`config.mk`:
```
export PLATFORM = sky130hd
export DESIGN_NAME = hsd_driver_ctrl
export DESIGN_NICKNAME = d
export VERILOG_FILES = /design/src/core/hsd_pkg.sv /design/src/core/hsd_driver_ctrl.sv /design/src/core/hsd_window_timer.sv
export SDC_FILE = /design/constraint.sdc
export NUM_CORES = 1
export LEC_CHECK = 0
export CAP_MARGIN = 20
export CORE_ASPECT_RATIO = 0.6
export CORE_MARGIN = 2
export CORE_UTILIZATION = 40
export CTS_CLUSTER_DIAMETER = 30
export DETAILED_ROUTE_END_ITERATION = 10
export DONT_BUFFER_PORTS = 1
export SYNTH_ARGS = -nofsm -noshare
export SYNTH_HDL_FRONTEND = slang
export SYNTH_SLANG_ARGS = --single-unit
export TNS_END_PERCENT = 20
```
`constraint.sdc`:
```
create_clock -name clock -period 4.65 [get_ports clock]
set_clock_uncertainty 0.05 [all_clocks]
set_input_delay 0.93 -clock clock [delete_from_list [all_inputs] [get_ports clock]]
set_output_delay 0.93 -clock clock [all_outputs]
set_load 0.005 [all_outputs]
```
`src/core/hsd_pkg.sv`:
```
// Purpose: Shared constants for the high-side driver control block
// Assumes: Wishbone classic, 32-bit data, byte addresses, 40 MHz clock
// Notes: Offsets are register index times four
`default_nettype none
package hsd_pkg;
  localparam int ClockMhz = 40;
  // Register indices as printed, byte address is four times the index
  localparam logic [3:0] IdxOutputData = 4'h0;
  localparam logic [3:0] IdxDriverConfig = 4'h1;
  localparam logic [3:0] IdxSlewControl = 4'h2;
  localparam logic [3:0] IdxFactoryTest = 4'h3;
  localparam logic [3:0] IdxSpare = 4'h4;
  localparam logic [3:0] IdxOpenLoad = 4'h5;
  localparam logic [3:0] IdxIrqMask = 4'h6;
  localparam logic [3:0] IdxIrqStatus = 4'h7;
  // Field positions
  localparam int BitOutputData = 0;
  localparam int BitDriverEnable = 0;
  localparam int BitOpenLoadEnable = 2;
  localparam int BitOcMaskEnable = 4;
  localparam int BitSlewRate = 0;
  localparam int BitSlewCurrent = 2;
  localparam int BitOcIrqEnable = 7;
  localparam int BitOcFlag = 0;
  // Reset values
  localparam logic [7:0] ResetByte = 8'h00;
  // Timing in nanoseconds; windows are longest times, rounded down
  localparam int SlewCurrentNs = 4000;
  localparam int SlewRateNs = 8000;
  localparam int OcMaskNs = 2000;
  localparam int SlewCurrentCycles = SlewCurrentNs * ClockMhz / 1000;
  localparam int SlewRateCycles = SlewRateNs * ClockMhz / 1000;
  localparam int OcMaskCycles = OcMaskNs * ClockMhz / 1000;
endpackage
`default_nettype wire

```
`src/core/hsd_driver_ctrl.sv`:
```
// Purpose: Control logic of one high-side output driver
// Assumes: Wishbone classic slave; source and sensor inputs synchronous to clock
// Notes: Analog stage sits outside; this block drives its gate and limit controls
//
// Behaviour
// Enable low, data read returns the stored data bit.
// Enable high, data read returns the routed source level.
// Entering stop mode clears the output data register.
// Data bit at bit 0; one turns driver on.
// Software waits settling time after enabling before switching on.
// Mask bit 4 ignores over-current for a window after switch-on.
// Mask bit writable only while driver enable is zero.
// Open-load enable bit 2 detects only when enabled and undriven.
// Driver enable at bit 0 biases and enables the stage.
// Slew-current bit 2 limits current about 4 us after switch-on.
// Slew-rate bit 0 limits slew about 8 us after switch-on.
// Both slew bits writable only while driver enable is zero.
// Test register always readable, writable only in special mode.
// Over-current sets flag, holds driver off; write one clears.
// Interrupt requested while flag and interrupt enable are set.
// Stop mode shuts driver down; enable restored after stop.
// Gate is enable AND source AND no unmasked over-current flag.
// Unimplemented bits read zero and ignore writes.
`default_nettype none
module hsd_driver_ctrl
  import hsd_pkg::*;
#(
  parameter int OcMaskWindow = OcMaskCycles
) (
  input wire logic clock,
  input wire logic reset,
  input wire logic [31:0] wb_adr_i,
  input wire logic [31:0] wb_dat_i,
  input wire logic [3:0] wb_sel_i,
  input wire logic wb_we_i,
  input wire logic wb_cyc_i,
  input wire logic wb_stb_i,
  output logic [31:0] wb_dat_o,
  output logic wb_ack_o,
  output logic wb_err_o,
  input wire logic specialMode,
  input wire logic stopMode,
  input wire logic sourceSelData,
  input wire logic routedSource,
  input wire logic overcurrentDetect,
  input wire logic openLoadSense,
  output logic driverGate,
  output logic driverBias,
  output logic openLoadActive,
  output logic slewRateLimit,
  output logic slewCurrentLimit,
  output logic [7:0] factoryTest,
  output logic irq
);
  logic outputData_q;
  logic driverEnable_q;
  logic openLoadEnable_q;
  logic ocMaskEnable_q;
  logic slewRate_q;
  logic slewCurrent_q;
  logic [7:0] factoryTest_q;
  logic ocIrqEnable_q;
  logic ocFlag_q;
  logic openLoad_q;
  logic stopMode_q;
  logic gateOn_q;
  logic gateOnPrev_q;
  logic sourceLevel;
  logic switchOn;
  logic maskActive;
  logic rateActive;
  logic currentActive;
  logic access;
  logic wrLow;
  logic [3:0] index;
  logic [7:0] wrByte;
  logic [7:0] rdByte;
  logic mapped;
  logic maskStart;

  assign access = wb_cyc_i && wb_stb_i && !wb_ack_o && !wb_err_o;
  assign index = wb_adr_i[5:2];
  assign mapped = wb_adr_i[31:6] == 26'h0 && wb_adr_i[1:0] == 2'b00 && index <= IdxIrqStatus;
  assign wrLow = access && mapped && wb_we_i && wb_sel_i[0];
  assign wrByte = wb_dat_i[7:0];

  // routed level
  assign sourceLevel = sourceSelData ? outputData_q : routedSource;
  assign switchOn = gateOn_q && !gateOnPrev_q;
  // first masked cycle
  // Timer loads one edge after switch-on, so that first cycle is masked here
  assign maskStart = switchOn && ocMaskEnable_q;

  // Bus handshake: one registered answer per request, one cycle after it, error for holes
  always_ff @(posedge clock) begin
    if (reset) begin
      wb_ack_o <= 1'b0;
      wb_err_o <= 1'b0;
    end else begin
      wb_ack_o <= access && mapped;
      wb_err_o <= access && !mapped;
    end
  end

  // stop clears data
  always_ff @(posedge clock) begin
    if (reset) begin
      outputData_q <= 1'b0;
    end else if (stopMode && !stopMode_q) begin
      outputData_q <= 1'b0;
    // data bit zero
    end else if (wrLow && index == IdxOutputData) begin
      outputData_q <= wrByte[BitOutputData];
    end
  end

  // enable and config
  always_ff @(posedge clock) begin
    if (reset) begin
      driverEnable_q <= 1'b0;
      openLoadEnable_q <= 1'b0;
      ocMaskEnable_q <= 1'b0;
    end else if (wrLow && index == IdxDriverConfig) begin
      driverEnable_q <= wrByte[BitDriverEnable];
      openLoadEnable_q <= wrByte[BitOpenLoadEnable];
      // mask write guard
      if (!driverEnable_q) begin
        ocMaskEnable_q <= wrByte[BitOcMaskEnable];
      end
    end
  end

  // slew write guard
  always_ff @(posedge clock) begin
    if (reset) begin
      slewRate_q <= 1'b0;
      slewCurrent_q <= 1'b0;
    end else if (wrLow && index == IdxSlewControl && !driverEnable_q) begin
      slewRate_q <= wrByte[BitSlewRate];
      slewCurrent_q <= wrByte[BitSlewCurrent];
    end
  end

  // special-mode write
  always_ff @(posedge clock) begin
    if (reset) begin
      factoryTest_q <= ResetByte;
    end else if (wrLow && index == IdxFactoryTest && specialMode) begin
      factoryTest_q <= wrByte;
    end
  end

  always_ff @(posedge clock) begin
    if (reset) begin
      ocIrqEnable_q <= 1'b0;
    end else if (wrLow && index == IdxIrqMask) begin
      ocIrqEnable_q <= wrByte[BitOcIrqEnable];
    end
  end

  // flag set wins
  always_ff @(posedge clock) begin
    if (reset) begin
      ocFlag_q <= 1'b0;
    end else if (overcurrentDetect && gateOn_q && !maskActive && !maskStart) begin
      ocFlag_q <= 1'b1;
    end else if (wrLow && index == IdxIrqStatus && wrByte[BitOcFlag]) begin
      ocFlag_q <= 1'b0;
    end
  end

  // stop shutdown
  always_ff @(posedge clock) begin
    if (reset) begin
      stopMode_q <= 1'b0;
      gateOn_q <= 1'b0;
      gateOnPrev_q <= 1'b0;
    end else begin
      stopMode_q <= stopMode;
      // gate equation
      gateOn_q <= driverEnable_q && !stopMode && sourceLevel && !ocFlag_q;
      gateOnPrev_q <= gateOn_q;
    end
  end

  // mask window
  hsd_window_timer #(.Cycles(OcMaskWindow)) u_mask (
    .clock(clock),
    .reset(reset),
    .start(switchOn),
    .enable(ocMaskEnable_q),
    .active(maskActive)
  );
  // slew-rate window
  hsd_window_timer #(.Cycles(SlewRateCycles)) u_rate (
    .clock(clock),
    .reset(reset),
    .start(switchOn),
    .enable(slewRate_q),
    .active(rateActive)
  );
  // slew-current window
  hsd_window_timer #(.Cycles(SlewCurrentCycles)) u_curr (
    .clock(clock),
    .reset(reset),
    .start(switchOn),
    .enable(slewCurrent_q),
    .active(currentActive)
  );

  // open-load gating
  always_ff @(posedge clock) begin
    if (reset) begin
      openLoadActive <= 1'b0;
      openLoad_q <= 1'b0;
    end else begin
      openLoadActive <= openLoadEnable_q && driverEnable_q && !stopMode && !sourceLevel;
      openLoad_q <= openLoadActive && openLoadSense;
    end
  end

  // Outputs straight from flops
  always_ff @(posedge clock) begin
    if (reset) begin
      driverGate <= 1'b0;
      driverBias <= 1'b0;
      slewRateLimit <= 1'b0;
      slewCurrentLimit <= 1'b0;
      factoryTest <= ResetByte;
      irq <= 1'b0;
    end else begin
      driverGate <= driverEnable_q && !stopMode && sourceLevel && !ocFlag_q;
      driverBias <= driverEnable_q && !stopMode;
      slewRateLimit <= rateActive;
      slewCurrentLimit <= currentActive;
      factoryTest <= factoryTest_q;
      // interrupt request
      irq <= ocIrqEnable_q && ocFlag_q;
    end
  end

  // read data
  // unused bits zero
  always_comb begin
    rdByte = ResetByte;
    unique case (index)
      IdxOutputData: rdByte[BitOutputData] = driverEnable_q ? sourceLevel : outputData_q;
      IdxDriverConfig: begin
        rdByte[BitDriverEnable] = driverEnable_q;
        rdByte[BitOpenLoadEnable] = openLoadEnable_q;
        rdByte[BitOcMaskEnable] = ocMaskEnable_q;
      end
      IdxSlewControl: begin
        rdByte[BitSlewRate] = slewRate_q;
        rdByte[BitSlewCurrent] = slewCurrent_q;
      end
      IdxFactoryTest: rdByte = factoryTest_q;
      IdxOpenLoad: rdByte[BitOcFlag] = openLoad_q;
      IdxIrqMask: rdByte[BitOcIrqEnable] = ocIrqEnable_q;
      IdxIrqStatus: rdByte[BitOcFlag] = ocFlag_q;
      default: rdByte = ResetByte;
    endcase
  end

  always_ff @(posedge clock) begin
    if (reset) begin
      wb_dat_o <= 32'h0000_0000;
    end else begin
      wb_dat_o <= (access && mapped && !wb_we_i) ? {24'h00_0000, rdByte} : 32'h0000_0000;
    end
  end

  // stop keeps enable
  // Enable bit is never altered by stop, so it is in force again on exit.

  // mask guarded
  a_mask_guard: assert property (@(posedge clock) disable iff (reset)
    $past(driverEnable_q) && !$past(reset) |-> $stable(ocMaskEnable_q))
    else $error("mask changed while enabled");
  // slew guarded
  a_slew_guard: assert property (@(posedge clock) disable iff (reset)
    $past(driverEnable_q) && !$past(reset) |-> $stable(slewRate_q) && $stable(slewCurrent_q))
    else $error("slew changed while enabled");
  // stop clears data
  a_stop_clear: assert property (@(posedge clock) disable iff (reset)
    stopMode && !stopMode_q |=> !outputData_q)
    else $error("data not cleared at stop");
  // flag blocks gate
  a_flag_offgate: assert property (@(posedge clock) disable iff (reset)
    ocFlag_q |=> !driverGate)
    else $error("gate on with flag set");
  // irq follows flag
  a_irq_follow: assert property (@(posedge clock) disable iff (reset)
    ocIrqEnable_q && ocFlag_q |=> irq)
    else $error("irq missing");
  // stop turns off
  a_stop_off: assert property (@(posedge clock) disable iff (reset)
    stopMode |=> !driverGate && !driverBias)
    else $error("driver on in stop");
  // open-load gating
  a_ol_gate: assert property (@(posedge clock) disable iff (reset)
    openLoadActive |-> $past(driverEnable_q) && $past(openLoadEnable_q) && !$past(sourceLevel))
    else $error("open-load misgated");
  // rate window
  a_rate_len: assert property (@(posedge clock) disable iff (reset)
    slewRate_q && switchOn |=> rateActive [*8])
    else $error("slew window short");
  // current window
  a_cur_len: assert property (@(posedge clock) disable iff (reset)
    slewCurrent_q && switchOn |=> currentActive [*8])
    else $error("current window short");
  // Single-cycle bus answer
  a_ack_once: assert property (@(posedge clock) disable iff (reset)
    wb_ack_o |=> !wb_ack_o && !wb_err_o)
    else $error("ack held");
  // masked detection
  a_mask_window: assert property (@(posedge clock) disable iff (reset)
    !ocFlag_q && (maskActive || maskStart) |=> !ocFlag_q)
    else $error("flag set inside mask window");
  // flag sticky
  a_flag_sticky: assert property (@(posedge clock) disable iff (reset)
    ocFlag_q && !(wrLow && index == IdxIrqStatus && wrByte[BitOcFlag]) |=> ocFlag_q)
    else $error("flag lost without clear");
  // gate needs cause
  a_gate_cond: assert property (@(posedge clock) disable iff (reset)
    driverGate |-> $past(driverEnable_q) && $past(sourceLevel) && !$past(ocFlag_q) && !$past(stopMode))
    else $error("gate on without cause");
  // bias follows enable
  a_bias_cond: assert property (@(posedge clock) disable iff (reset)
    driverBias |-> $past(driverEnable_q) && !$past(stopMode))
    else $error("bias on without enable");
  // test write guard
  a_test_guard: assert property (@(posedge clock) disable iff (reset)
    !$past(specialMode) && !$past(reset) |-> $stable(factoryTest_q))
    else $error("test register written outside special mode");
  // stored bit read
  a_data_read: assert property (@(posedge clock) disable iff (reset)
    wb_ack_o && $past(index) == IdxOutputData && !$past(wb_we_i) && !$past(driverEnable_q)
      |-> wb_dat_o[BitOutputData] == $past(outputData_q))
    else $error("data read not stored bit");
  // upper bits zero
  a_upper_zero: assert property (@(posedge clock) disable iff (reset)
    wb_ack_o |-> wb_dat_o[31:8] == 24'h00_0000)
    else $error("upper read bits set");
  c_switch_on: cover property (@(posedge clock) disable iff (reset) switchOn);
  c_oc_flag: cover property (@(posedge clock) disable iff (reset) $rose(ocFlag_q));
  c_masked_oc: cover property (@(posedge clock) disable iff (reset) overcurrentDetect && maskActive);
  c_stop: cover property (@(posedge clock) disable iff (reset) $rose(stopMode_q));
endmodule
`default_nettype wire

```
`src/core/hsd_window_timer.sv`:
```
// Purpose: One-shot window counter started by the driver switch-on
// Assumes: Start is a one-cycle pulse
// Notes: Active stays high for exactly Cycles clocks after start
`default_nettype none
module hsd_window_timer #(
  parameter int Cycles = 160
) (
  input wire logic clock,
  input wire logic reset,
  input wire logic start,
  input wire logic enable,
  output logic active
);
  logic [15:0] count_q;
  always_ff @(posedge clock) begin
    if (reset || !enable) begin
      count_q <= 16'h0000;
    end else if (start) begin
      count_q <= 16'(Cycles);
    end else if (count_q != 16'h0000) begin
      count_q <= count_q - 16'h0001;
    end
  end
  assign active = count_q != 16'h0000;
endmodule
`default_nettype wire

```
# Word level (Yosys, flattened, before mapping)
# Index checks and enable logic that the tools add are counted.
# op_classes
add_sub_neg	3
n_lt_le_gt_ge	1
eq_ne	6
n_mux	14
bitwise_logic	3
reduce_logical	68
# op_table
operator	n
16-bit nonzero test	3
16-bit by 1-bit subtractor with 16-bit output (second input constant)	3
1-bit logical AND	33
26-bit zero test	1
9-bit two-way mux	2
8-bit two-way mux	2
1-bit zero test	15
7-bit two-way mux	2
4-bit by 3-bit equality test with 1-bit output (second input constant)	3
2-bit OR reduction	5
4-bit by 2-bit equality test with 1-bit output (second input constant)	2
2-bit nonzero test	4
1-bit case mux with 6 select lines	1
4-bit by 1-bit equality test with 1-bit output (second input constant)	1
4-bit by 3-bit <= comparator with 1-bit output (second input constant)	1
4-bit zero test	1
1-bit two-way mux	4
1-bit case mux with 2 select lines	2
1-bit logical OR	3
1-bit NOT	3
1-bit case mux with 3 select lines	1
3-bit OR reduction	1
2-bit zero test	1
2-bit AND reduction	1
# word_totals
register_bits	115
inputBits	79
output_inout_bits	48
elab_cells	125

# Logic depth before layout (Yosys ltp)
# Gate-level depths: netlist (run 1).
# logic_depth
ltp_word	10
mapped_depth	8
mapped_depth_nobuf	6

# Modules after synthesis
# A second synthesis (run 1) with hierarchy kept.
# unflattened
hier_cells	498
area_unflattened_um2	4449.3
# by_module_without_submodules
mod	n_inst	cells_per_inst	area_each_um2	seq_area_each_um2
hsd_driver_ctrl	1	196	1913.1	860.8
hsd_window_timer (u_curr)	1	99	885.8	320.3
hsd_window_timer (u_mask)	1	102	829.5	320.3
hsd_window_timer (u_rate)	1	101	820.8	320.3

# Least setup slack after synthesis (run 1)
# Ideal clock, no wire load.
# synth_path
path_type	input -> register
startpoint	input port wb_adr_i[4]
endpoint	register factoryTest_q[1]
setup_ns	0.121
arrival_ns	2.495
setup_slack_ns	1.984
cell_stages	5
path_buffers	1
cell_sequence	clkbuf_1 -> nor4bb_1 -> nand2_1 -> nor4_4 -> mux2_2
# synth_via
elab_chain_cells	7
elab_cells_between_ends	8
cone_classes	order compare (1); eq/ne (1); reduce/logical (6)
# synth_lines
element	line	text
start: declaration	hsd_driver_ctrl.sv:32	input wire logic [31:0] wb_adr_i,
4-bit by 3-bit <= comparator with 1-bit output	hsd_driver_ctrl.sv:83	assign mapped = wb_adr_i[31:6] == 26'h0 && wb_adr_i[1:0] == 2'b00 && index <= IdxIrqStatus;
1-bit logical AND	hsd_driver_ctrl.sv:83	
1-bit logical AND (3 in a row)	hsd_driver_ctrl.sv:84	assign wrLow = access && mapped && wb_we_i && wb_sel_i[0];
1-bit logical AND (*) (2 in a row)	hsd_driver_ctrl.sv:148	end else if (wrLow && index == IdxFactoryTest && specialMode) begin
end signal: assignment	hsd_driver_ctrl.sv:147	factoryTest_q <= ResetByte;
end signal: assignment	hsd_driver_ctrl.sv:149	factoryTest_q <= wrByte;
end: declaration	hsd_driver_ctrl.sv:61	logic [7:0] factoryTest_q;
# Mark *: on every way between the ends. The rest lies on a longest branch, timed or not.
# A chain may end at the register's enable or synchronous reset.

# Final worst setup path (run 1)
# layout_path
startpoint	input port wb_adr_i[11]
endpoint	register factoryTest_q[5]
# layout_via
elab_chain_cells	8
# layout_lines
element	line
26-bit zero test	hsd_driver_ctrl.sv:83
1-bit logical AND (2 in a row)	hsd_driver_ctrl.sv:83
1-bit logical AND (3 in a row)	hsd_driver_ctrl.sv:84
1-bit logical AND (2 in a row)	hsd_driver_ctrl.sv:148
# Every way passes these cells.

==> results of run 1 <==
-- flip-flops by register name, indices dropped and copies added, names as in the netlist, 8 cells and up --
signal / flops
u_rate.count_q: 16
wb_dat_o: 8
factoryTest: 8
u_mask.count_q: 16
u_curr.count_q: 16
factoryTest_q: 8
-- critical path: stages --
cell	delay (ns)
nor4_1	0.40
nand4_2	0.33
nor4_4	0.76
mux2_2	0.40
-- cell usage in the layout (no fill, tap or decap), types with 6 or more instances in the layout --
cell / n
dfxtp_1: 91
nor2_1: 35
a21oi_1: 31
nand2_1: 28
mux2i_1: 25
nor4_1: 24
conb_1: 24
nand2b_1: 23
o21ai_0: 21
inv_1: 18
nor3_1: 17
or3_1: 17
nor2b_1: 14
or4_1: 13
clkbuf_16: 9
nand4_1: 7
or2_2: 6
mux2_2: 6
o31ai_1: 6
a31oi_1: 6
nand3_1: 6
-- per-layer routing --
metal	track usage [%]	up-vias
met5	0	-
met4	5.455	0
met3	6.421	11
met2	27.10	142
met1	24.58	1748
li1	-	1784
-- path summary, 6_finish.rpt --
check	end	slack [ns]	cells after the start	start
setup / recovery	factoryTest_q[5]$_SDFFE_PP0P_	2.01	4	wb_adr_i[11]
hold / removal	factoryTest[1]$_SDFF_PP0_	0.40	2	factoryTest_q[1]$_SDFFE_PP0P_
setup reg to reg	u_curr.count_q[5]$_SDFFE_PP0P_	2.30	4	u_curr.count_q[4]$_SDFFE_PP0P_
hold reg to reg	factoryTest[1]$_SDFF_PP0_	0.40	2	factoryTest_q[1]$_SDFFE_PP0P_
-- logic make-up after synthesis --
| logic type | after synthesis | share of synthesized area (%) |
|---|---|---|
| simple gates | 229 | 30.88 |
| compound gates | 86 | 12.02 |
| flops | 91 | 41.10 |
| other cells | 1 | 0.08459 |
| xor+xnor | 1 | 0.1976 |
| fa+ha+maj | 3 | 0.8468 |
| mux | 31 | 7.169 |
| buf+inv | 65 | 7.705 |
-- final cells by class --
class | instances | area (um2) | share of cell area, %
Clock inverter | 7 | 105.1 | 2.207
Tap cell | 139 | 173.9 | 3.652
Timing Repair Buffer | 2 | 12.51 | 0.2627
Clock buffer | 9 | 225.2 | 4.729
Multi-Input combinational cell | 374 | 2356 | 49.47
Inverter | 18 | 67.56 | 1.419
Sequential cell | 91 | 1822 | 38.26
-- metrics by stage --
step	cell area [um2]	hold WS, ns	utilization (%)	power [mW]	std cells
6_report	4762	0.3964	44.64	1.613	640
5_1_grt	4762	0.4225	44.64	1.660	640
4_1_cts	4750	0.3993	44.52	1.628	638
3_5_place_dp	4419	0.3858	41.43	0.8188	622
3_3_place_gp	4419	0.3828	41.43	0.8185	622
2_1_floorplan	4519	0.3637	-	0.8366	530
-- power by group through the flow --
stage | combinational (mW) | clock [mW] | sequential [mW]
after global routing | 0.0244 | 0.856 | 0.780
final | 0.0212 | 0.812 | 0.780
after CTS | 0.0209 | 0.827 | 0.780
after detailed placement | 0.0208 | 0 | 0.798
after global placement | 0.0205 | 0 | 0.798
after floorplan | 0.0388 | 0 | 0.798
==> summary.md, run 1 <==
| Metric | Value |
|---|---|
| Die width | 139.9 um |
| Synth unique cells | 55 |
| Post-Syn Instances | between 500 and 600 |
| Maximum number of pins on one net before global-route repair | 32 |
| Lkg Pwr | between 1.5 and 2 nW |
| Post-CTS setup buffers | 0 |
| Nets | ~580 |
| Drt pass-1 iters | 5 |
| Number of diodes | 0 |
| Initial drt markers | ~220 |
| Max VDD drop | 0.2289 mV |
| Fin Setup TNS | 0 ns |
| Startpoint type of the worst setup path | input pin |
| RSZ-0062 raised after global routing | false |
| Critical Path AT | 2.83 ns |
| Synth top area share | between 40% and 50% |
| Met2 WL post-DR | approximately 4.6 mm |
| Clock Sinks | 91 |
| Ys Warns | 0 |
| CP Class | input pin to flop |
| Clock power frac | between 50% and 60% |
| Area contributors post-synth | dfxtp_1 41%, mux2i_1 5.6%, buf_4 4.1%, a21oi_1 3.5%, nor4_1 3.4% |
| First-pass GRT wire length | between 15 and 20 mm |
| Syn-to-layout area delta | 7.423% |
| DR vias | ~3700 |
| Initial antenna violation count | 0 |
| Worst-Margin Slew | around 1.1 ns |
| Hold buffers post-CTS | 0 |
| Internal | roughly 1.3 mW |
| Period utilisation layout | a little under three fifths |
| Cell Rows | 29 |
| Top cells by count, synth | 91 x dfxtp_1, 35 x nor2_1, 31 x a21oi_1 |
| Slew Limit Fails | 0 |
| Switching portion of total power | between 20% and 30% |
| Final worst setup slack | 2.012 ns |
| Die ar. | about 12000 um2 |
| Main synth FF type | dfxtp_1 |
| DP Worst Slack | 1.660 ns |
| Max-slew headroom | between 20% and 30% |
| Final setup fails | 0 |
| Critical Path End Type | flop |
| CTS clk-pin slew, worst paths | about 0.070 ns |
| Mean number of vias per cell | roughly 5.8 |
| Max Used Layer | met4 |
| H-tree depth | 3 |
| Asr flop ratio synth | 0% |
| CTS tree | built |
| Sequential share of power | 48.3% |
| Total grt overflow | 0 |
| Ports | between 100 and 150 |
| Mapped cell area | between 4000 and 5000 um2 |
| DR DRC count | 0 |
| Post-Syn Area per Cell | 8.744 um2 |
| Starting Density | ~42% |
| Routed WL | between 10 and 15 mm |
| Max Buffers Root-to-Sink | 2 |
| Later-pin clock latency in the skew report | about 0.35 ns |
| Share of layout cells above drive strength 1 | between 7 and 8% |
| DRT met1 WL | between 5 and 6 mm |
| Max_cap viols | 0 |
| DR WL/cell | 16.60 um |
| P per Cell Area | about 340 nW/um2 |
| EDFF count, synth | 0 |
| Post-synth top area cell | dfxtp_1 |
| Port Buffers | 0 |
| Switching component of the power | ~0.34 mW |
| HPWL after detailed placement | between 7 and 8 mm |
| Met3 routed WL | 861 um |
| Core footprint | between 10000 and 15000 um2 |
| Vias in the first global route | between 3000 and 4000 |
| Post-cts sizing count | 0 |
| Num CTS Buffers | 9 |
| Fill cell count | 1068 |
| Root buffer cell | clkbuf_16 |
| Post-route ant nets | 0 |
| Min Tclk post-route | between 2 and 3 ns |
| Hold WC Path Type | flop to flop |
| Post-synthesis register bit count | 91 |
| Status | complete, no violations |
| Die height | between 80 and 90 um |
| Global Route Usage Sum | a little under a fifth |
| CP max FO | 8 |
| Post-synthesis sequential area ratio | roughly two fifths |
| Fmax | 379.0 MHz |
| CP Data Required Time | 4.84 ns |
| Fin. Hold Viols | 0 |
| GPL Wtd Cong | 0.8344 |
| Most frequent cell after synthesis | dfxtp_1 |
| Combinational share of power | around 1.3% |
Power figures use the tool's default switching activity.
==> inputs of run 2 (changes only) <==
==> constraint.sdc (replaced) <==
create_clock -name clock -period 2.5 [get_ports clock]
set_clock_uncertainty 0.05 [all_clocks]
set_input_delay 0.5 -clock clock [delete_from_list [all_inputs] [get_ports clock]]
set_output_delay 0.5 -clock clock [all_outputs]
set_load 0.005 [all_outputs]
==> summary.md, run 2 (same netlist as run 1, synthesis figures left out) <==
| Metric | Value |
|---|---|
| Status | complete, no violations |
| Maximum number of pins on one net before global-route repair | 32 (unchanged) |
| Hold WC Path Type | input pin to flop |
| Lkg Pwr | 1.857 nW (+2.5%) |
| Max VDD drop | 0.3134 mV (+37%) |
| H-tree depth | 3 (unchanged) |
| Hold buffers post-CTS | 0 (unchanged) |
| Worst-Margin Slew | 0.6768 ns (-0.3984 ns) |
| Share of layout cells above drive strength 1 | 10.29% (+2.3 points) |
| Starting Density | 41.56% (unchanged) |
| Global Route Usage Sum | 18.19% (+0.14 points) |
| Final worst setup slack | 0.2580 ns (-1.754 ns) |
| CP max FO | 7 (-1) |
| P per Cell Area | 587.1 nW/um2 (+73%) |
| Initial antenna violation count | 0 (unchanged) |
| Largest regs | u_curr.count_q: 16 flops, u_mask.count_q: 16 flops, u_rate.count_q: 16 flops |
| Later-pin clock latency in the skew report | 0.34 ns (about the same) |
| Post-CTS setup buffers | 0 (unchanged) |
| Number of diodes | 0 (unchanged) |
| Switching portion of total power | 20.93% (-0.38 points) |
| Critical Path End Type | flop |
| DR DRC count | 0 (unchanged) |
| Fmax | 446.0 MHz |
| Num CTS Buffers | 9 (unchanged) |
| Routed WL | 10.61 mm (-0.20%) |
| Mean number of vias per cell | 5.702 (-0.97%) |
| Clock Sinks | 91 (unchanged) |
| Initial drt markers | 267 (+19%) |
| Switching component of the power | 0.5937 mW (+73%) |
| CP Class | flop to flop |
| HPWL after detailed placement | 7.786 mm (-0.29%) |
| RSZ-0062 raised after global routing | false |
| Sequential share of power | 51.2% (+2.9 points) |
| DR WL/cell | 16.22 um (-2.3%) |
| Die width | 139.9 um (unchanged) |
| Port Buffers | 0 (unchanged) |
| Cell Rows | 29 (unchanged) |
| Final setup fails | 0 (unchanged) |
| Max_cap viols | 0 (unchanged) |
| First-pass GRT wire length | 17.51 mm (+0.75%) |
| Commonest non-fill, non-tap cell in the layout | dfxtp_1 |
| DR vias | 3729 (+1.2%) |
| Fin Setup TNS | 0 ns (unchanged) |
| GPL Wtd Cong | 0.8011 (-4.0%) |
| Most frequent cells in the layout | 91 x dfxtp_1, 35 x nor2_1, 31 x a21oi_1 |
| Post-Layout Cell Count | 654 (+2.2%) |
| Die height | 85.55 um (unchanged) |
| Die ar. | 11970 um2 (unchanged) |
| Core footprint | 10670 um2 (unchanged) |
| Post-cts sizing count | 0 (unchanged) |
| Vias in the first global route | 3509 (+0.40%) |
| Critical Path AT | 2.43 ns (-0.40 ns) |
| DP Worst Slack | 0.1583 ns (-1.502 ns) |
| Internal | 2.243 mW (+77%) |
| Nets | 592 (+2.4%) |
| Max Buffers Root-to-Sink | 2 (unchanged) |
| Drt pass-1 iters | 5 (unchanged) |
| Cell count after placement | 638 (+2.6%) |
| CTS tree | built |
| CTS clk-pin slew, worst paths | 0.07 ns (about the same) |
| Final Util | 45.30% (+0.66 points) |
| Combinational share of power | 1.4% (about the same) |
| Max-slew headroom | 54.46% (+27 points) |
| Fin. Hold Viols | 0 (unchanged) |
| Total grt overflow | 0 (unchanged) |
| Slew Limit Fails | 0 (unchanged) |
| Ports | 127 (unchanged) |
| Syn-to-layout area delta | 9.004% |
| CP Data Required Time | 2.69 ns (-2.15 ns) |
| Period utilisation layout | 89.68% |
| Min Tclk post-route | 2.242 ns |
| Clock power frac | 47.4% (-2.9 points) |
| Post-route ant nets | 0 (unchanged) |
| Startpoint type of the worst setup path | flop |
| Root buffer cell | clkbuf_16 |
[run 2: cell types whose count changed in the layout (fill, tap and decap cells not counted), sizes merged]
cell      delta
bufinv       -1
inv          -3
clkinv       +2
clkinvlp     +1
buf         +15
[run 2: stage by stage]
stage          hold slack, ns  area (um2)  power, mW
2_1_floorplan          0.3637        4519      1.556
3_3_place_gp           0.3831        4539      1.523
3_5_place_dp           0.3900        4539      1.524
4_1_cts                0.1638        4832      2.877
5_1_grt                0.1630        4832      2.945
6_report               0.1837        4832      2.837
[run 2: per-layer routing]
layer | GRT usage [%] | routed length [um]
met1 | 24.94 | 5270
met2 | 27.45 | 4478
met3 | 6.253 | 717
met5 | 0 | 0
met4 | 5.091 | 138
[run 2: path summary, 6_finish.rpt]
path,start,to,slack [ns],depth (start not counted)
worst max register to register,u_rate.count_q[0]$_SDFFE_PP0P_,u_rate.count_q[14]$_SDFFE_PP0P_,0.26,6
worst min-delay path,wb_adr_i[4],wb_dat_o[2]$_SDFF_PP0_,0.18,1
worst min register to register,factoryTest_q[5]$_SDFFE_PP0P_,wb_dat_o[5]$_SDFF_PP0_,0.40,2
worst max-delay path,u_rate.count_q[0]$_SDFFE_PP0P_,u_rate.count_q[14]$_SDFFE_PP0P_,0.26,6
[run 2: worst max-delay path, stage by stage, from the launching register on]
cell,delay [ns]
dfxtp_1,0.33
inv_1,0.08
ha_1,0.19
or3b_1,0.47
nor4_1,0.61
a211oi_1,0.18
a41o_1,0.23
[run 2: power by group through the flow]
stage	sequential [mW]	clock [mW]	combinational (mW)
floorplan	1.48	0	0.0721
global placement	1.48	0	0.0388
detailed placement	1.48	0	0.0394
CTS	1.45	1.39	0.0397
global route	1.45	1.45	0.0466
finish	1.45	1.35	0.0406
[run 2: final cells by class]
class	instances	area (um2)
well taps	139	173.9
clock buffers	10	229.0
repair buffers	16	120.1
flip-flops and latches	91	1822
inverters	18	67.56
clock inverters	6	63.81
fillers	1056	5836
multi-input cells	374	2356
==> inputs of run 3 (changes only) <==
--- a/config.mk
+++ b/config.mk
@@ -12,6 +12,7 @@
 export CTS_CLUSTER_DIAMETER = 30
 export DETAILED_ROUTE_END_ITERATION = 10
 export DONT_BUFFER_PORTS = 1
+export GPL_TIMING_DRIVEN = 0
 export SYNTH_ARGS = -nofsm -noshare
 export SYNTH_HDL_FRONTEND = slang
 export SYNTH_SLANG_ARGS = --single-unit
==> summary.md, run 3 (same netlist as run 1, synthesis figures left out) <==
| Metric | Value |
|---|---|
| Startpoint type of the worst setup path | flop |
| Total grt overflow | 0 (unchanged) |
| P per Cell Area | 599.6 nW/um2 (+2.1%) |
| Syn-to-layout area delta | 13.69% |
| Cell count after placement | 669 (+4.9%) |
| Root buffer cell | clkbuf_16 |
| DR vias | 3832 (+2.8%) |
| Max VDD drop | 0.3419 mV (+9.1%) |
| Post-cts sizing count | 0 (unchanged) |
| Routed WL | 11.05 mm (+4.1%) |
| Design Area, Final | 5040 um2 (+4.3%) |
| RSZ-0062 raised after global routing | true |
| Critical Path AT | 2.60 ns (+0.17 ns) |
| First-pass GRT wire length | 17.90 mm (+2.2%) |
| Number of diodes | 0 (unchanged) |
| Port Buffers | 0 (unchanged) |
| CP Class | flop to flop |
| Critical Path End Type | flop |
| Max Buffers Root-to-Sink | 2 (unchanged) |
| DR WL/cell | 16.06 um (-1.0%) |
| Min Tclk post-route | 2.380 ns (+0.1376 ns) |
| Lkg Pwr | 1.990 nW (+7.1%) |
| Initial drt markers | 205 (-23%) |
| Hold_ws | 0.1833 ns (-0.0003990 ns) |
| Die width | 139.9 um (unchanged) |
| Global Route Usage Sum | 18.52% (+0.32 points) |
| Max_cap viols | 0 (unchanged) |
| CP Data Required Time | 2.72 ns (+0.03 ns) |
| DR DRC count | 0 (unchanged) |
| Final setup fails | 0 (unchanged) |
| CTS tree | built |
| Commonest non-fill, non-tap cell in the layout | dfxtp_1 |
| Maximum number of pins on one net before global-route repair | 17 (-47%) |
| Ports | 127 (unchanged) |
| Post-route ant nets | 0 (unchanged) |
| Fmax | 420.2 MHz (-5.8%) |
| CTS clk-pin slew, worst paths | 0.07 ns (about the same) |
| Crit-path leading delay family | simple AND/OR/NAND/NOR gates |
| Max stage delay on crit path | 0.43 ns (-0.18 ns) |
| WP buf/inv | 3 (+2) |
| Largest regs | u_curr.count_q: 16 flops, u_mask.count_q: 16 flops, u_rate.count_q: 16 flops |
| Post-CTS setup buffers | 0 (unchanged) |
| Die height | 85.55 um (unchanged) |
| Global routing usage on met1 | 26.56% (+1.6 points) |
| Hold WC Path Type | input pin to flop |
| Slowest cell on the critical path | or4_1 |
| Later-pin clock latency in the skew report | 0.34 ns (about the same) |
| Starting Density | 41.56% (unchanged) |
| Num CTS Buffers | 9 (unchanged) |
| Placed cell areas | 4693 um2 (+3.4%) |
| Clock Sinks | 91 (unchanged) |
| Switching component of the power | 0.6442 mW (+8.5%) |
| Most frequent cells in the layout | 91 x dfxtp_1, 35 x nor2_1, 31 x a21oi_1 |
| H-tree depth | 3 (unchanged) |
| Vias in the first global route | 3532 (+0.66%) |
| Period utilisation layout | 95.18% (+5.5 points) |
| Combinational share of power | 2.8% (+1.4 points) |
| Sequential share of power | 48.0% (-3.2 points) |
| Fill cell count | 1026 (-2.8%) |
| Worst-Margin Slew | 1.009 ns (+0.3317 ns) |
| Drt pass-1 iters | 5 (unchanged) |
| Mean number of vias per cell | 5.570 (-2.3%) |
| Initial antenna violation count | 0 (unchanged) |
| Hold buffers post-CTS | 0 (unchanged) |
| Switching portion of total power | 21.32% (+0.39 points) |
| Max-slew headroom | 32.15% (-22 points) |
| Internal | 2.378 mW (+6.0%) |
| HPWL after detailed placement | 8.111 mm (+4.2%) |
| GPL Wtd Cong | 0.8028 (+0.21%) |
| Cell Rows | 29 (unchanged) |
| Core footprint | 10670 um2 (unchanged) |
| Nets | 626 (+5.7%) |
| Post-Layout Cell Count | 688 (+5.2%) |
| Share of layout cells above drive strength 1 | 12.93% (+2.6 points) |
| Top Usage Layer GRT | met2 |
| Clock power frac | 49.1% (+1.7 points) |
| Status | complete, no violations |
| Global routing usage on met3 | 5.974% (-0.28 points) |
| Sequence of cells on the critical path | inv_1 > ha_1 > or3b_1 > buf_2 > or2_2 > clkbuf_1 > or4_1 > a31oi_1 |
| Die ar. | 11970 um2 (unchanged) |
| Fin. Hold Viols | 0 (unchanged) |
| Final Util | 47.24% (+1.9 points) |
| CP max FO | 9 (+2) |
| Met2 Use GR | 27.67% (+0.22 points) |
| Slew Limit Fails | 0 (unchanged) |
## run 3: cell types whose count changed in the layout (fill, tap and decap cells not counted), sizes merged
cell / before / now
clkbuf: 10 / 27
buf: 16 / 32
bufinv: 1 / 2
clkinv: 2 / 3
clkinvlp: 2 / 1
## run 3: metal layers
layer | wire length (um) | up-vias
li1 | - | 1884
met4 | 98 | 0
met2 | 4698 | 153
met5 | 0 | -
met1 | 5409 | 1780
met3 | 840 | 15
## run 3: power by group through the flow
stage | Clock (mW) | Sequential, mW | Combinational, mW
after global placement | 0 | 1.48 | 0.0823
final | 1.49 | 1.45 | 0.0855
after floorplan | 0 | 1.48 | 0.0721
after detailed placement | 0 | 1.48 | 0.0839
after global routing | 1.57 | 1.45 | 0.0955
after CTS | 1.51 | 1.45 | 0.0840
## run 3: worst reg2reg max path, stage by stage, from the launching register on
cell      delay [ns]
dfxtp_1         0.33
inv_1           0.08
ha_1            0.20
or3b_1          0.35
buf_2           0.17
or2_2           0.29
clkbuf_1        0.20
or4_1           0.43
a31oi_1         0.19
## run 3: path summary, 6_finish.rpt
kind                                        from                              to  slack [ns]  cells after the start
setup reg to reg  u_rate.count_q[0]$_SDFFE_PP0P_  u_rate.count_q[8]$_SDFFE_PP0P_        0.12                      8
hold reg to reg    factoryTest_q[5]$_SDFFE_PP0P_          wb_dat_o[5]$_SDFF_PP0_        0.40                      2
hold / removal                       wb_adr_i[5]          wb_dat_o[2]$_SDFF_PP0_        0.18                      1
setup / recovery  u_rate.count_q[0]$_SDFFE_PP0P_  u_rate.count_q[8]$_SDFFE_PP0P_        0.12                      8
## run 3: through the flow
| step | power (mW) | setup slack (ns) | TNS [ns] |
|---|---|---|---|
| 3_3_place_gp | 1.567 | -0.1948 | -0.7716 |
| 3_5_place_dp | 1.568 | -0.2393 | -1.065 |
| 6_report | 3.022 | 0.1204 | 0 |
| 4_1_cts | 3.047 | 0.1224 | 0 |
| 2_1_floorplan | 1.556 | 0.2641 | 0 |
| 5_1_grt | 3.117 | -0.03452 | -0.04285 |
## run 3: layout make-up
cell class / instances / area (um2) / area share, %
sequential: 91 / 1822 / 36.15
multi-input combinational: 374 / 2356 / 46.75
clock buffer: 9 / 225.2 / 4.469
inverter: 18 / 67.56 / 1.341
tap: 139 / 173.9 / 3.451
buffer: 47 / 274.0 / 5.437
timing repair buffer: 3 / 20.02 / 0.3972
clock inverter: 7 / 101.3 / 2.011
